$ cat config.mk
export PLATFORM = sky130hd
export DESIGN_NAME = diopc_top
export DESIGN_NICKNAME = d
export VERILOG_FILES = /design/src/core/diopc_pkg.sv /design/src/core/diopc_top.sv
export SDC_FILE = /design/constraint.sdc
export NUM_CORES = 1
export LEC_CHECK = 0
export ABC_AREA = 1
export BUFFER_PORTS_ARGS = -buffer_cell sky130_fd_sc_hd__buf_2
export CORE_MARGIN = 2
export CORE_UTILIZATION = 62
export CTS_CLUSTER_SIZE = 40
export DETAILED_ROUTE_END_ITERATION = 6
export PLACE_DENSITY_LB_ADDON = 0.1
export SLEW_MARGIN = 40
export SYNTH_ARGS = -nofsm -noshare
export SYNTH_HDL_FRONTEND = slang
export SYNTH_SLANG_ARGS = --single-unit
$ cat constraint.sdc
create_clock -name aclk -period 8.2 [get_ports aclk]
set_clock_uncertainty 0.15 [all_clocks]
set_input_delay 1.64 -clock aclk [delete_from_list [all_inputs] [get_ports aclk]]
set_output_delay 1.64 -clock aclk [all_outputs]
set_load 0.05 [all_outputs]
$ cat src/core/diopc_pkg.sv
/*
 * shared constants and types of the discrete i/o and pulse channel block.
 * assumes a single 40 MHz clock domain and an axi4-lite register master.
 */
package diopc_pkg;

	// clock and timing
	localparam int CLK_HZ        = 40000000;
	localparam int MS_TIME       = 1;
	localparam int MS_CYCLES     = CLK_HZ / 1000 * MS_TIME;
	localparam int CALC_MS       = 500;
	localparam int CALC_CYCLES   = MS_CYCLES * CALC_MS;

	// register byte offsets
	localparam logic [7:0] OFS_OUT_CTRL   = 8'h00;
	localparam logic [7:0] OFS_PULSE_CTRL = 8'h04;
	localparam logic [7:0] OFS_PULSE_FAC  = 8'h08;
	localparam logic [7:0] OFS_PULSE_QTY  = 8'h0C;
	localparam logic [7:0] OFS_IN_CTRL    = 8'h10;
	localparam logic [7:0] OFS_DEBOUNCE   = 8'h14;
	localparam logic [7:0] OFS_SYS_IN     = 8'h18;
	localparam logic [7:0] OFS_STATUS     = 8'h1C;
	localparam logic [7:0] OFS_EVENTS     = 8'h20;

	// reset values
	localparam logic [31:0] RST_OUT_CTRL   = 32'h0000_0000;
	localparam logic [31:0] RST_PULSE_CTRL = 32'h0000_0000;
	localparam logic [31:0] RST_PULSE_FAC  = 32'h0001_0000;
	localparam logic [31:0] RST_IN_CTRL    = 32'h0000_0000;
	localparam logic [31:0] RST_DEBOUNCE   = 32'h0000_0000;

	localparam logic [1:0] AXI_OKAY   = 2'h0;
	localparam logic [1:0] AXI_SLVERR = 2'h2;

	// status source per output
	typedef enum logic [1:0] {
		DIOPC_SRC_CHECK = 2'h0,
		DIOPC_SRC_WARN  = 2'h1,
		DIOPC_SRC_ALARM = 2'h2,
		DIOPC_SRC_DIR   = 2'h3
	} diopc_src_t;

	// three-state test setting
	typedef enum logic [1:0] {
		DIOPC_TEST_OFF  = 2'h0,
		DIOPC_TEST_ON   = 2'h1,
		DIOPC_TEST_LOW  = 2'h2
	} diopc_test_t;

	// quantity counted by the pulse channel
	typedef enum logic [1:0] {
		DIOPC_QTY_VOL   = 2'h0,
		DIOPC_QTY_BASE  = 2'h1,
		DIOPC_QTY_MASS  = 2'h2,
		DIOPC_QTY_CO2   = 2'h3
	} diopc_qty_t;

	// assigned input function
	typedef enum logic [2:0] {
		DIOPC_FN_MAINT  = 3'h0,
		DIOPC_FN_CHK    = 3'h1,
		DIOPC_FN_AOCHK  = 3'h2,
		DIOPC_FN_BOTH   = 3'h3,
		DIOPC_FN_VALID  = 3'h4
	} diopc_fn_t;

	// per output channel configuration, one byte
	typedef struct packed {
		logic        enable;
		logic        invert;
		logic        alarm_en;
		diopc_test_t test;
		diopc_src_t  src;
		logic        spare;
	} diopc_out_cfg_t;

	// per input channel configuration, one byte
	typedef struct packed {
		logic        invert;
		logic        alarm_en;
		diopc_test_t test;
		diopc_fn_t   fn;
		logic        spare;
	} diopc_in_cfg_t;

	// device state feeding the status outputs
	typedef struct packed {
		logic check_run;
		logic warn;
		logic alarm;
		logic reverse;
	} diopc_state_t;

endpackage

$ cat src/core/diopc_top.sv
/*
 * discrete i/o conditioning: four status outputs (channel three may be the
 * pulse output), channels five and six as outputs or debounced inputs.
 * assumes axi4-lite on aclk, synchronous field pins, quantity increments
 * delivered as one-cycle strobes from the measurement core.
 */
// The address map and the AXI4-Lite slave port were decided locally.
`timescale 1ns/1ps
module diopc_top #(
	parameter int CALC_CNT  = diopc_pkg::CALC_CYCLES,
	parameter int MS_CNT    = diopc_pkg::MS_CYCLES,
	parameter int PULSE_HI  = 4
)(
	// clock and reset
	input  wire logic                    aclk,
	input  wire logic                    aresetn,
	// axi4-lite slave
	input  wire logic [7:0]              s_axi_awaddr,
	input  wire logic                    s_axi_awvalid,
	output logic                         s_axi_awready,
	input  wire logic [31:0]             s_axi_wdata,
	input  wire logic [3:0]              s_axi_wstrb,
	input  wire logic                    s_axi_wvalid,
	output logic                         s_axi_wready,
	output logic [1:0]                   s_axi_bresp,
	output logic                         s_axi_bvalid,
	input  wire logic                    s_axi_bready,
	input  wire logic [7:0]              s_axi_araddr,
	input  wire logic                    s_axi_arvalid,
	output logic                         s_axi_arready,
	output logic [31:0]                  s_axi_rdata,
	output logic [1:0]                   s_axi_rresp,
	output logic                         s_axi_rvalid,
	input  wire logic                    s_axi_rready,
	// device state and quantity strobes
	input  wire diopc_pkg::diopc_state_t dev_state,
	input  wire logic [3:0]              qty_fwd_inc,
	input  wire logic [5:0]              chan_fault,
	// field pins
	output logic [5:0]                   chan_out,
	output logic [1:0]                   chan_out_oe_n,
	input  wire logic [1:0]              chan_in,
	// functions and alarms
	output logic                         set_maint,
	output logic                         start_chk,
	output logic                         start_ao_chk,
	output logic                         sys_error,
	output logic [15:0]                  err_count
);

	// registers
	logic [31:0] out_ctrl;
	logic [31:0] pulse_ctrl;
	logic [31:0] pulse_fac;
	logic [31:0] in_ctrl;
	logic [31:0] debounce_ms;
	logic [31:0] sys_in;

	diopc_pkg::diopc_out_cfg_t ocfg [6];
	diopc_pkg::diopc_in_cfg_t  icfg [2];
	logic        pulse_mode;
	diopc_pkg::diopc_qty_t pulse_qty;
	logic [7:0]  test_value;
	logic        pulse_test;
	logic [1:0]  in_mode;
	logic        ctrl_bad;

	assign pulse_mode = pulse_ctrl[0];
	assign pulse_test = pulse_ctrl[1];
	assign pulse_qty  = diopc_pkg::diopc_qty_t'(pulse_ctrl[3:2]);
	assign test_value = pulse_ctrl[15:8];
	assign in_mode    = in_ctrl[17:16];
	assign ctrl_bad   = sys_in[0];

	genvar g;
	generate
		for (g = 0; g < 6; g++)
		begin : g_ocfg
			if (g < 4)
			begin : g_lo
				assign ocfg[g] = diopc_pkg::diopc_out_cfg_t'(
					out_ctrl[8*g +: 8]);
			end
			else
			begin : g_hi
				assign ocfg[g] = diopc_pkg::diopc_out_cfg_t'(
					pulse_ctrl[8*(g-2) +: 8]);
			end
		end
		for (g = 0; g < 2; g++)
		begin : g_icfg
			assign icfg[g] = diopc_pkg::diopc_in_cfg_t'(
				in_ctrl[8*g +: 8]);
		end
	endgenerate

	// axi4-lite write path
	logic       aw_held;
	logic       w_held;
	logic [7:0] aw_addr;
	logic [31:0] w_data;
	logic [3:0]  w_strb;
	logic        wr_go;

	assign s_axi_awready = !aw_held && !s_axi_bvalid;
	assign s_axi_wready  = !w_held && !s_axi_bvalid;
	assign wr_go         = aw_held && w_held;

	always_ff @(posedge aclk)
	begin
		if (!aresetn)
		begin
			aw_held <= 1'b0;
			w_held  <= 1'b0;
			aw_addr <= 8'h00;
			w_data  <= 32'h0000_0000;
			w_strb  <= 4'h0;
		end
		else
		begin
			if (s_axi_awvalid && s_axi_awready)
			begin
				aw_held <= 1'b1;
				aw_addr <= s_axi_awaddr;
			end
			else if (wr_go)
				aw_held <= 1'b0;
			if (s_axi_wvalid && s_axi_wready)
			begin
				w_held <= 1'b1;
				w_data <= s_axi_wdata;
				w_strb <= s_axi_wstrb;
			end
			else if (wr_go)
				w_held <= 1'b0;
		end
	end

	function automatic logic [31:0] merge(input logic [31:0] old,
		input logic [31:0] nw, input logic [3:0] st);
		logic [31:0] r;
		r = old;
		for (int i = 0; i < 4; i++)
			if (st[i])
				r[8*i +: 8] = nw[8*i +: 8];
		return r;
	endfunction

	logic wr_hit;
	always_comb
	begin
		case (aw_addr)
			diopc_pkg::OFS_OUT_CTRL,
			diopc_pkg::OFS_PULSE_CTRL,
			diopc_pkg::OFS_PULSE_FAC,
			diopc_pkg::OFS_IN_CTRL,
			diopc_pkg::OFS_DEBOUNCE,
			diopc_pkg::OFS_SYS_IN:  wr_hit = 1'b1;
			default:                wr_hit = 1'b0;
		endcase
	end

	always_ff @(posedge aclk)
	begin
		if (!aresetn)
		begin
			out_ctrl    <= diopc_pkg::RST_OUT_CTRL;
			pulse_ctrl  <= diopc_pkg::RST_PULSE_CTRL;
			pulse_fac   <= diopc_pkg::RST_PULSE_FAC;
			in_ctrl     <= diopc_pkg::RST_IN_CTRL;
			debounce_ms <= diopc_pkg::RST_DEBOUNCE;
			sys_in      <= 32'h0000_0000;
		end
		else if (wr_go)
		begin
			case (aw_addr)
				diopc_pkg::OFS_OUT_CTRL:
					out_ctrl <= merge(out_ctrl, w_data, w_strb);
				diopc_pkg::OFS_PULSE_CTRL:
					pulse_ctrl <= merge(pulse_ctrl, w_data, w_strb);
				diopc_pkg::OFS_PULSE_FAC:
					pulse_fac <= merge(pulse_fac, w_data, w_strb);
				diopc_pkg::OFS_IN_CTRL:
					in_ctrl <= merge(in_ctrl, w_data, w_strb);
				diopc_pkg::OFS_DEBOUNCE:
					debounce_ms <= merge(debounce_ms, w_data, w_strb);
				diopc_pkg::OFS_SYS_IN:
					sys_in <= merge(sys_in, w_data, w_strb);
				default:
					sys_in <= sys_in;
			endcase
		end
	end

	always_ff @(posedge aclk)
	begin
		if (!aresetn)
		begin
			s_axi_bvalid <= 1'b0;
			s_axi_bresp  <= diopc_pkg::AXI_OKAY;
		end
		else if (wr_go)
		begin
			s_axi_bvalid <= 1'b1;
			s_axi_bresp  <= wr_hit ? diopc_pkg::AXI_OKAY
				: diopc_pkg::AXI_SLVERR;
		end
		else if (s_axi_bready)
			s_axi_bvalid <= 1'b0;
	end

	// status and event words
	logic [1:0] in_deb;
	logic [1:0] in_raw;
	logic [1:0] in_eff;
	logic [31:0] status_word;
	logic [31:0] events;

	assign status_word = {14'h0000, err_count[7:0], 1'b0, sys_error,
		in_raw, in_eff, chan_out[3:0]};

	// axi4-lite read path, one cycle after address
	assign s_axi_arready = !s_axi_rvalid;
	always_ff @(posedge aclk)
	begin
		if (!aresetn)
		begin
			s_axi_rvalid <= 1'b0;
			s_axi_rdata  <= 32'h0000_0000;
			s_axi_rresp  <= diopc_pkg::AXI_OKAY;
		end
		else if (s_axi_arvalid && s_axi_arready)
		begin
			s_axi_rvalid <= 1'b1;
			s_axi_rresp  <= diopc_pkg::AXI_OKAY;
			case (s_axi_araddr)
				diopc_pkg::OFS_OUT_CTRL:   s_axi_rdata <= out_ctrl;
				diopc_pkg::OFS_PULSE_CTRL: s_axi_rdata <= pulse_ctrl;
				diopc_pkg::OFS_PULSE_FAC:  s_axi_rdata <= pulse_fac;
				diopc_pkg::OFS_PULSE_QTY:  s_axi_rdata <= {30'h0, pulse_qty};
				diopc_pkg::OFS_IN_CTRL:    s_axi_rdata <= in_ctrl;
				diopc_pkg::OFS_DEBOUNCE:   s_axi_rdata <= debounce_ms;
				diopc_pkg::OFS_SYS_IN:     s_axi_rdata <= sys_in;
				diopc_pkg::OFS_STATUS:     s_axi_rdata <= status_word;
				diopc_pkg::OFS_EVENTS:     s_axi_rdata <= events;
				default:
				begin
					s_axi_rdata <= 32'h0000_0000;
					s_axi_rresp <= diopc_pkg::AXI_SLVERR;
				end
			endcase
		end
		else if (s_axi_rready)
			s_axi_rvalid <= 1'b0;
	end

	// millisecond tick and calculation cycle
	logic [15:0] ms_cnt;
	logic        ms_tick;
	logic [31:0] calc_cnt;
	logic        calc_tick;
	assign ms_tick   = ms_cnt == 16'(MS_CNT - 1);
	assign calc_tick = calc_cnt == 32'(CALC_CNT - 1);

	always_ff @(posedge aclk)
	begin
		if (!aresetn)
			ms_cnt <= 16'h0000;
		else
			ms_cnt <= ms_tick ? 16'h0000 : ms_cnt + 16'h0001;
	end

	always_ff @(posedge aclk)
	begin
		if (!aresetn)
			calc_cnt <= 32'h0000_0000;
		else
			calc_cnt <= calc_tick ? 32'h0000_0000 : calc_cnt + 32'h1;
	end

	// pulse generator: factor is 16.16 fixed point
	logic [47:0] acc;
	logic [15:0] pend;
	logic [7:0]  hi_cnt;
	logic        pulse_lvl;
	logic        pulse_go;
	logic        q_hit;
	logic [47:0] acc_sum;
	assign q_hit = qty_fwd_inc[pulse_qty] && !dev_state.reverse;
	assign acc_sum = acc + (q_hit ? {16'h0000, pulse_fac} : 48'h0);
	// pending count drops as a pulse starts, never twice per pulse
	assign pulse_go = hi_cnt == 8'h00 && pend != 16'h0000 && pulse_mode;

	always_ff @(posedge aclk)
	begin
		if (!aresetn)
		begin
			acc  <= 48'h0;
			pend <= 16'h0000;
		end
		else if (!pulse_mode)
		begin
			acc  <= 48'h0;
			pend <= 16'h0000;
		end
		else if (pulse_test)
		begin
			acc  <= 48'h0;
			pend <= pend + (calc_tick ? {8'h00, test_value} : 16'h0000)
				- {15'h0000, pulse_go};
		end
		else
		begin
			acc  <= {32'h0000_0000, acc_sum[15:0]};
			pend <= pend + acc_sum[31:16] - {15'h0000, pulse_go};
		end
	end

	// each pulse high PULSE_HI cycles, low at least PULSE_HI cycles
	always_ff @(posedge aclk)
	begin
		if (!aresetn)
		begin
			hi_cnt    <= 8'h00;
			pulse_lvl <= 1'b0;
		end
		else if (hi_cnt != 8'h00)
		begin
			hi_cnt <= hi_cnt - 8'h01;
			if (hi_cnt == 8'(PULSE_HI + 1))
				pulse_lvl <= 1'b0;
		end
		else if (pulse_go)
		begin
			pulse_lvl <= 1'b1;
			hi_cnt    <= 8'(2 * PULSE_HI);
		end
	end

	property p_pulse_go;
		@(posedge aclk) disable iff (!aresetn)
		$rose(pulse_lvl) |-> $past(pend) != 16'h0000;
	endproperty
	a_pulse_go: assert property (p_pulse_go) else $error("empty pulse");

	// status outputs
	logic [5:0] next_out;
	always_comb
	begin
		for (int i = 0; i < 6; i++)
		begin
			logic lvl;
			lvl = 1'b0;
			case (ocfg[i].src)
				diopc_pkg::DIOPC_SRC_CHECK: lvl = dev_state.check_run;
				diopc_pkg::DIOPC_SRC_WARN:  lvl = dev_state.warn;
				diopc_pkg::DIOPC_SRC_ALARM: lvl = dev_state.alarm;
				diopc_pkg::DIOPC_SRC_DIR:   lvl = dev_state.reverse;
				default:                    lvl = 1'b0;
			endcase
			lvl = lvl ^ ocfg[i].invert;
			lvl = lvl & ocfg[i].enable;
			if (i == 2 && pulse_mode)
				lvl = pulse_lvl & ocfg[i].enable;
			if (ocfg[i].test == diopc_pkg::DIOPC_TEST_ON)
				lvl = 1'b1;
			else if (ocfg[i].test == diopc_pkg::DIOPC_TEST_LOW)
				lvl = 1'b0;
			next_out[i] = lvl;
		end
	end

	always_ff @(posedge aclk)
	begin
		if (!aresetn)
			chan_out <= 6'h00;
		else
			chan_out <= next_out;
	end

	// five and six release pins as inputs
	assign chan_out_oe_n = in_mode;

	// inputs: debounce per channel
	generate
		for (g = 0; g < 2; g++)
		begin : g_in
			logic [31:0] stab;
			logic        lvl;
			assign lvl = chan_in[g] ^ icfg[g].invert;
			assign in_raw[g] = lvl;
			always_ff @(posedge aclk)
			begin
				if (!aresetn)
				begin
					stab      <= 32'h0;
					in_deb[g] <= 1'b0;
				end
				else if (lvl == in_deb[g])
					stab <= 32'h0;
				else if (stab >= debounce_ms)
				begin
					in_deb[g] <= lvl;
					stab      <= 32'h0;
				end
				else if (ms_tick)
					stab <= stab + 32'h1;
			end
			property p_deb_hold;
				@(posedge aclk) disable iff (!aresetn)
				in_deb[g] != $past(in_deb[g])
					|-> $past(stab) >= $past(debounce_ms);
			endproperty
			a_deb_hold: assert property (p_deb_hold) else $error("early");
			always_comb
			begin
				case (icfg[g].test)
					diopc_pkg::DIOPC_TEST_ON:  in_eff[g] = in_mode[g];
					diopc_pkg::DIOPC_TEST_LOW: in_eff[g] = 1'b0;
					default: in_eff[g] = in_deb[g] & in_mode[g];
				endcase
			end
		end
	endgenerate

	always_comb
	begin
		set_maint    = 1'b0;
		start_chk    = 1'b0;
		start_ao_chk = 1'b0;
		for (int i = 0; i < 2; i++)
			if (in_eff[i])
				case (icfg[i].fn)
					diopc_pkg::DIOPC_FN_MAINT: set_maint = 1'b1;
					diopc_pkg::DIOPC_FN_CHK:   start_chk = 1'b1;
					diopc_pkg::DIOPC_FN_AOCHK: start_ao_chk = 1'b1;
					diopc_pkg::DIOPC_FN_BOTH:
					begin
						start_chk    = 1'b1;
						start_ao_chk = 1'b1;
					end
					default: set_maint = set_maint;
				endcase
	end

	property p_fn_both;
		@(posedge aclk) disable iff (!aresetn)
		in_eff[0] && icfg[0].fn == diopc_pkg::DIOPC_FN_BOTH
			|-> start_chk && start_ao_chk;
	endproperty
	a_fn_both: assert property (p_fn_both) else $error("both");

	// alarms and error counter
	logic [5:0] ch_alarm;
	logic       bad_valid;
	always_comb
	begin
		for (int i = 0; i < 6; i++)
			ch_alarm[i] = chan_fault[i] && ocfg[i].alarm_en;
		bad_valid = 1'b0;
		for (int i = 0; i < 2; i++)
		begin
			if (in_mode[i] && chan_fault[4+i] && icfg[i].alarm_en)
				ch_alarm[4+i] = 1'b1;
			if (in_mode[i] && icfg[i].fn == diopc_pkg::DIOPC_FN_VALID
				&& (in_eff[i] ? 1'b0 : 1'b1) && ctrl_bad)
				bad_valid = 1'b1;
		end
	end

	assign events = {26'h0, ch_alarm};

	always_ff @(posedge aclk)
	begin
		if (!aresetn)
			sys_error <= 1'b0;
		else
			sys_error <= |ch_alarm;
	end

	always_ff @(posedge aclk)
	begin
		if (!aresetn)
			err_count <= 16'h0000;
		else if ((|ch_alarm || bad_valid) && calc_tick
			&& err_count != 16'hFFFF)
			err_count <= err_count + 16'h0001;
	end

	property p_err_step;
		@(posedge aclk) disable iff (!aresetn)
		err_count != $past(err_count) |-> $past(calc_tick);
	endproperty
	a_err_step: assert property (p_err_step) else $error("count");

	property p_test_on;
		@(posedge aclk) disable iff (!aresetn)
		ocfg[0].test == diopc_pkg::DIOPC_TEST_ON |=> chan_out[0];
	endproperty
	a_test_on: assert property (p_test_on) else $error("test on");

	property p_test_low;
		@(posedge aclk) disable iff (!aresetn)
		ocfg[0].test == diopc_pkg::DIOPC_TEST_LOW |=> !chan_out[0];
	endproperty
	a_test_low: assert property (p_test_low) else $error("test low");

	property p_sys_err;
		@(posedge aclk) disable iff (!aresetn)
		chan_fault[0] && ocfg[0].alarm_en |=> sys_error;
	endproperty
	a_sys_err: assert property (p_sys_err) else $error("alarm");
endmodule

### Word-level counts from Yosys, hierarchy flattened

Index checks and enable logic that the tools add are counted.

* flip-flop bits (word level): 454
* bits of input ports: 75
* output and inout port bits: 69
* word-level logic and storage cells: 295

* add/subtract/negate cells: 11
* order comparisons: 3
* equal/unequal tests: 62
* muxes and demuxes: 60
* bitwise operators: 21
* reduce and logical (&&, ||, !) cells: 91

Operator list (count)
* $pmux 32 s9: 1
* $add 32x1->32 const B: 3
* $reduce_and 3->1: 24
* $ge 32x32->1: 2
* $eq 8x5->1 const B: 7
* $mux 1: 43
* $eq 2x2->1 const B: 20
* $add 16x1->16 const B: 2
* $add 32x32->32: 1
* $eq 32x25->1 const B: 1
* $mux 32: 1
* $sub 16x1->16: 2
* $eq 2x1->1 const B: 14
* $logic_and 1x1->1: 27
* $eq 8x3->1 const B: 3
* $eq 8x4->1 const B: 3
* $logic_not 8->1: 3
* $mux 8: 3
* $pmux 1 s4: 6
* $add 16x16->16: 1
* $add 16x8->16: 1
* $eq 16x16->1 const B: 1
* $mux 16: 1
* $ne 16x16->1 const B: 1
* other kinds (26): 77

### Logic depth before layout (Yosys ltp)

Gate-level depths: netlist (run 1).

* depth after elaboration: 10
* depth in mapped cells: 35
* mapped depth without buffers: 32

### Worst setup path before layout (run 1)

OpenSTA, ideal clock, no wires.

* path type: input-to-reg
* start point: input port qty_fwd_inc[1]
* end point: register pend[10]
* setup time: 0.070 ns
* data arrival time: 6.277 ns
* data required time: 7.980 ns
* slack: 1.702 ns
* stages: 32
* buffers on the path: 3
* cell sequence: inv_1 > nand2_1 > nand3_1 > nand2_1 > nand2_1 > buf_2 > buf_1 > clkbuf_1 > nor2_1 > ha_1 > fa_1 > nand2_1 > o21ai_0 > a21boi_0 > o21ai_0 > nand2_1 > nand2_1 > xor2_1 > ha_1 > inv_1 > ha_1 > fa_1 > nand3_1 > nand2_1 > a21boi_0 > o21ai_0 > nand2_1 > nand2_1 > a21oi_1 > or2_2 > nand3_1 > a21oi_1

* cells in the longest elaborated chain, start to end: 8

RTL lines
* start: declaration: RTL line diopc_top.sv:37 `input wire logic [3:0] qty_fwd_inc,`
* $bmux 1 s2: RTL line diopc_top.sv:289 `assign q_hit = qty_fwd_inc[pulse_qty] && !dev_state.reverse;`
* $mux 1 (implied by the code): RTL line diopc_top.sv:289
* $logic_and 1x1->1: RTL line diopc_top.sv:289
* $mux 32: RTL line diopc_top.sv:290 `assign acc_sum = acc + (q_hit ? {16'h0000, pulse_fac} : 48'h0);`
* $add 32x32->32: RTL line diopc_top.sv:290
* $add 16x16->16: RTL line diopc_top.sv:315 `pend <= pend + acc_sum[31:16] - {15'h0000, pulse_go};`
* $sub 16x1->16: RTL line diopc_top.sv:315
* $mux 16: RTL line diopc_top.sv:306 `else if (pulse_test)`
* end signal: assignment: RTL line diopc_top.sv:309 `pend <= pend + (calc_tick ? {8'h00, test_value} : 16'h0000)`
* end signal: assignment: RTL line diopc_top.sv:315
* end: declaration: RTL line diopc_top.sv:283 `logic [15:0] pend;`

No other way between the ends. The select of a mux whose other input is x is not followed.
A chain may end at the register's enable or synchronous reset.

### Final worst setup path (run 1)

* start point: input port qty_fwd_inc[1]
* end point: register pend[15]

Same word-level chain as after synthesis.

==> results of run 1 <==
[worst min-delay path by stage]
stage                       end  depth (start not counted)
floorplan           calc_cnt[0]                          1
global route         sys_in[30]                          2
finish              calc_cnt[0]                          1
global placement    calc_cnt[0]                          1
detailed placement  calc_cnt[0]                          1
CTS                 calc_cnt[0]                          1
[logic make-up (layout without fill, tap and decap cells)]
family                   after synthesis  after routing
buffers and inverters                585            708
AO/OA/AOI/OAI                        865            865
adder cells (fa/ha/maj)              149            149
AND/OR/NAND/NOR                     1242           1242
flip-flops                           452            452
other                                  1              2
XOR/XNOR                             103            103
[report_power, final]
group / total, W / switching (W) / leakage (nW) / internal [W]
Clock: 0.00219 / 0.000918 / 0.784 / 0.00127
Sequential: 0.00230 / 0.0000609 / 3.65 / 0.00224
Combinational: 0.000278 / 0.000189 / 6.43 / 0.0000887
[layout make-up]
class                      instances  area (sq um)
tap                              518           648
clock inverter                    17           168
timing repair buffer             154           816
multi-input combinational       2361         12900
inverter                         470          1770
clock buffer                      67          1390
sequential                       452          9050
fill                            3394         11800
[synthesized netlist by cell type (all sizes together) (2+ instances only)]
master,number
inv,464
nand3,116
a31oi,5
o211ai,11
nand2,493
o21ai,320
clkbuf,102
nand4,74
o22ai,53
and3,2
ha,146
nor4,21
a21boi,6
or2,15
nor3,77
a211oi,7
fa,3
a221oi,10
o221ai,3
a21o,5
xor2,69
nor2,427
nor3b,12
o41ai,2
buf,13
a21oi,404
o2111ai,10
o21bai,6
clkinv,6
o31ai,13
o21a,7
nand3b,3
dfxtp,452
xnor2,34
o32ai,2
[critical path, cell delays in order]
cell and delay, ps:
buf_2 70, inv_1 30, nand2_1 50, nand3_1 70, nand2_1 280, nand2_1 380, nor2_1 230, ha_1 220
fa_1 210, nand2_1 70, o21ai_0 290, a21boi_0 210, o21ai_0 360, nand2_1 90, nand2_1 140, nand3_1 160
xor2_1 180, ha_1 280, inv_1 40, ha_1 340, nand3_1 130, a31oi_1 160, nor2_1 90, o21ai_0 460
a21oi_1 180, nand3b_1 200, nand3_1 70, a21oi_1 70
[flip-flops by register name, indices dropped and copies added (netlist names), 2 cells and up]
name / cells
in_ctrl: 32
aw_addr: 8
pend: 16
pulse_fac: 32
w_data: 32
pulse_ctrl: 32
hi_cnt: 8
s_axi_rdata: 32
acc: 16
calc_cnt: 32
in_deb: 2
ms_cnt: 16
sys_in: 32
out_ctrl: 32
debounce_ms: 32
chan_out: 6
g_in.stab: 64
w_strb: 4
err_count: 16
[stage by stage]
step	std cells	hold WS (ps)	utilization	instance area [sq um]	setup slack, ps
2_1_floorplan	3398	263	-	24100	1700
3_3_place_gp	3955	273	0.652	25100	1510
3_5_place_dp	3955	289	0.652	25200	1260
4_1_cts	4039	299	0.693	26700	1840
5_1_grt	4039	317	0.693	26700	1290
6_report	4039	294	0.693	26700	1790
[layer usage]
layer,share of wire,track usage,up-vias,wire [um]
li1,-,-,11482,-
met1,0.42,0.458,10803,30700
met2,0.46,0.592,921,33700
met3,0.071,0.0462,207,5270
met4,0.055,0.194,0,4040
met5,0,0,-,0
==> results.json, run 1 <==
{
  "n_antenna_cell": 0,
  "io-pin-count": 144,
  "yosysUniqueCellTypes": 54,
  "cp_max_fo": 11,
  "post_drt_wl_per_cell_um": 18.3,
  "p_total_w": 0.00477,
  "num_vias": 23413,
  "ir_worst_vdd_mv": 0.151,
  "cts.repair.resized": 0,
  "final_nets": 3711,
  "drc": 0,
  "coreArea_sq_mm": 0.0386,
  "layout_min_cycle_time_ps": 6410,
  "rows": 72,
  "async_flop_share": 0,
  "dp_hpwl_um": 55500,
  "synth.area.mux_share": 0,
  "fin_crit_sh": 0.782,
  "rsz0062_at_grt": "no",
  "gp_congestion": 0.957,
  "worstHoldStart": "calc_cnt[0]",
  "hold_viol_final": 0,
  "drive_above_1_share": 0.0809,
  "fp.dieW_um": 201,
  "setup.worst_path.start": "qty_fwd_inc[1]",
  "hold_class": "register to register",
  "setup.worst_path.class": "input pin to register",
  "crit_end": "pend[15]",
  "grt_pass1_vias": 22317,
  "ys_seq_area_frac": 0.375,
  "slew_headroom": 0.423,
  "antenna_found_initial": 0,
  "htreeDepth": 2,
  "synth_xor_area_frac": 0.0374,
  "netlist_area_sq_mm": 0.0241,
  "synth_seq_cells": 452,
  "setup_viol": 0,
  "netlist_instances": 3397,
  "arrival_ps": 6710,
  "die_area_sq_mm": 0.0405,
  "drtIter0Drc": 2035,
  "layout_common_cells": "nand2_1, inv_1, dfxtp_1",
  "cts_hold_buf": 0,
  "initial_core_util": 0.626,
  "synth_compound_area_frac": 0.192,
  "post-cts-setup-buffer-count": 0,
  "cts.clk_slew.worst_paths_ps": 60,
  "synth_top_family_by_area": "simple AND/OR/NAND/NOR gates",
  "ant_nets": 0,
  "crit_required_ps": 8500,
  "synth_ff_type": "dfxtp_1",
  "synth_top_area_frac": 0.375,
  "drv_slew": 0,
  "end_kind": "register",
  "cap_viol_max_count": 0,
  "tritoncts_num_sinks": 452,
  "port_buffers": 141,
  "tns_ps": 0,
  "start_kind": "input pin",
  "root_buffer": "clkbuf_16",
  "cts_buffer_depth": 3,
  "power.density_mw_per_mm2": 178,
  "power.leakage_nw": 10.9,
  "synth_edf_count": 0,
  "clk-insertion-delay-late_ps": 610,
  "worstMarginPinSlew_ps": 855,
  "fp.dieH_um": 201,
  "grt_overflow": 0,
  "yosysWarningCount": 0,
  "wl_um": 73800,
  "grt_start_max_net_pins": 133,
  "synth-simple-area-share": 0.225,
  "cts_tree": "yes",
  "cts_buffers": 48,
  "grt_pass1_wl_um": 117000,
  "status": "completed",
  "r2r_end": "pend[15]",
  "area_growth_pct": 10.7,
  "max_freq_mhz": 156,
  "synth.avg_cell_area_sq_um": 7.11,
  "rrSetupSlack_ps": 2390,
  "yosys.area_share.adder": 0.0781,
  "synth_top_area_cell": "dfxtp_1",
  "dr.pass1.iters": 7,
  "final_common_cell": "nand2_1",
  "synthTopCellsByArea": "dfxtp_1, a21oi_1, ha_1",
  "ff2ff_path_depth": 26,
  "r2r-start": "pulse_ctrl[3]",
  "avgViaCountPerCell": 5.80,
  "grt_usage": 0.359
}
Note: power is estimated with default switching activity, not from simulation.
==> inputs of run 2 (changes only) <==
- CORE_UTILIZATION: 62 -> 56
- clock period: 8.2 -> 5.75 ns (I/O delays scaled with it)
==> run 2 against run 1 <==
Compared with the run above:
- sequential share of layout area decreased by 0.57 points
- final cell count increased by 1.7%
- total power increased by 48%
- global-route usage decreased by 2.7 points
- cell area increased by 1.7%
- wire length increased by 1.5%
- core utilization decreased by 5.8 points
- critical path depth increased by 2
==> results.json, run 2 (synthesized netlist as in run 1, its figures left out) <==
{
  "root_buffer": "clkbuf_16",
  "clockPowerShare": 0.477,
  "crit_required_ps": 6100,
  "wl_met3_um": 5280,
  "end_kind": "register",
  "area_growth_pct": 12.6,
  "largest_reg_flops": 64,
  "max_freq_mhz": 190,
  "p_switching_w": 0.00172,
  "antenna_found_initial": 0,
  "clk-insertion-delay-late_ps": 610,
  "ir_worst_vdd_mv": 0.230,
  "tritoncts_num_sinks": 452,
  "power.leakage_nw": 11.1,
  "status": "completed",
  "ant_nets": 0,
  "cts_buffers": 49,
  "post-cts-setup-buffer-count": 0,
  "port_buffers": 141,
  "layout_common_cells": "nand2_1, inv_1, dfxtp_1",
  "final_common_cell": "nand2_1",
  "fin_ws_ps": 492,
  "grt_usage": 0.332,
  "cap_viol_max_count": 0,
  "drive_above_1_share": 0.0921,
  "route.met2.wl_um": 34300,
  "combPwrFrac": 0.057,
  "grt_pass1_vias": 21950,
  "post_drt_wl_per_cell_um": 18.2,
  "arrival_ps": 5610,
  "rows": 76,
  "grt_overflow": 0,
  "io-pin-count": 144,
  "p_sw_frac": 0.244,
  "gp_congestion": 1.00,
  "drc": 0,
  "cpPeakStageDelay_ps": 350,
  "start_kind": "input pin",
  "cts_buffer_depth": 3,
  "num_vias": 23486,
  "grt_pass1_wl_um": 117000,
  "cp_slowest_cell": "ha_1",
  "r2r-start": "pulse_ctrl[2]",
  "fin_crit_sh": 0.915,
  "initial_core_util": 0.564,
  "hold_viol_final": 0,
  "ff2ff_path_depth": 29,
  "worstMarginPinSlew_ps": 890,
  "p_seq_frac": 0.466,
  "htreeDepth": 2,
  "coreArea_sq_mm": 0.0428,
  "dp_hpwl_um": 56800,
  "internal-power_w": 0.00533,
  "r2r_end": "pend[13]",
  "crit_top_cell": "nand2_1",
  "n_antenna_cell": 0,
  "worst_hold_path.num_cells": 1,
  "rrSetupSlack_ps": 630,
  "tns_ps": 0,
  "hold_class": "register to register",
  "worstHoldStart": "calc_cnt[0]",
  "final_core_util": 0.635,
  "nFillCells": 3933,
  "power.density_mw_per_mm2": 260,
  "avgViaCountPerCell": 5.72,
  "drtIter0Drc": 2066,
  "wl_met1_um": 32300,
  "final_nets": 3746,
  "min_to": "calc_cnt[0]",
  "drv_slew": 0,
  "slew_headroom": 0.406,
  "dr.pass1.iters": 7,
  "cts_tree": "yes",
  "fp.dieW_um": 212,
  "rsz0062_at_grt": "no",
  "grt_start_max_net_pins": 116,
  "setup_viol": 0,
  "fp.dieH_um": 212,
  "setup.worst_path.class": "input pin to register",
  "wl_um": 74900,
  "cts.clk_slew.worst_paths_ps": 60,
  "pre_cts_ws_ps": -247,
  "dr.max_layer_used": "met4",
  "layout_min_cycle_time_ps": 5260,
  "die_area_sq_mm": 0.0448,
  "largest-register": "g_in.stab",
  "cp_max_fo": 5
}
==> run 2: changes by cell type in the layout (fill, tap and decap cells not counted), moves of 2 or more <==
cell	delta
clkbuf_1	-6
buf_4	+34
inv_6	-2
clkinv_4	+2
clkinvlp_4	+5
bufinv_16	+3
==> run 2: how the worst max path moves through the flow <==
| stage | startpoint | to | slack (ps) | cells past startpoint |
|---|---|---|---|---|
| 2_1_floorplan | qty_fwd_inc[1] | pend[10] | 20 | 32 |
| 3_3_place_gp | qty_fwd_inc[1] | pend[13] | -90 | 30 |
| 3_5_place_dp | qty_fwd_inc[2] | pend[13] | -250 | 30 |
| 4_1_cts | qty_fwd_inc[2] | pend[13] | 350 | 30 |
| 5_1_grt | qty_fwd_inc[1] | pend[15] | 20 | 30 |
| 6_report | qty_fwd_inc[2] | pend[13] | 490 | 30 |
==> run 2: metrics by stage <==
stage | hold slack (ps) | std cells | cell area, sq um | total power (W)
floorplan | 263 | 3398 | 24200 | 0.00359
global placement | 277 | 4017 | 25400 | 0.00373
detailed placement | 283 | 4017 | 25400 | 0.00374
CTS | 291 | 4106 | 27200 | 0.00708
global route | 316 | 4106 | 27200 | 0.00726
finish | 286 | 4106 | 27200 | 0.00706
==> run 2: worst max-delay path, delay by kind of cell <==
kind	cells	cell delay (ps)
AOI/OAI and AO/OA	9	1530
and+or+nand+nor	11	1470
adders and majority gates	3	860
buffers and inverters	6	450
xor gates and xnor gates	1	180
==> run 2: power by group through the flow <==
stage               registers [W]  clock network, W  logic, W
floorplan                 0.00331                 0  0.000273
global placement          0.00335                 0  0.000381
detailed placement        0.00335                 0  0.000394
CTS                       0.00328           0.00340  0.000397
global route              0.00329           0.00353  0.000447
finish                    0.00329           0.00337  0.000401
==> run 2: timing repair <==
action,4_1_cts,5_1_grt
hold buffers,0,0
gates resized for setup,0,1
endpoints found under the setup margin,0,3
==> run 2: metal layers <==
metal | GRT usage | vias to the layer above
met5 | 0 | -
met1 | 0.439 | 10918
met4 | 0.126 | 0
met2 | 0.550 | 838
li1 | - | 11548
met3 | 0.0466 | 182
==> run 2: cell type report <==
class	instances	area, sq um	share of cell area
Inverter	470	1770	0.0650
Timing Repair Buffer	188	1070	0.0393
Multi-Input combinational cell	2361	12900	0.474
Clock inverter	25	307	0.0113
Clock buffer	64	1420	0.0524
Tap cell	546	683	0.0251
Sequential cell	452	9050	0.333
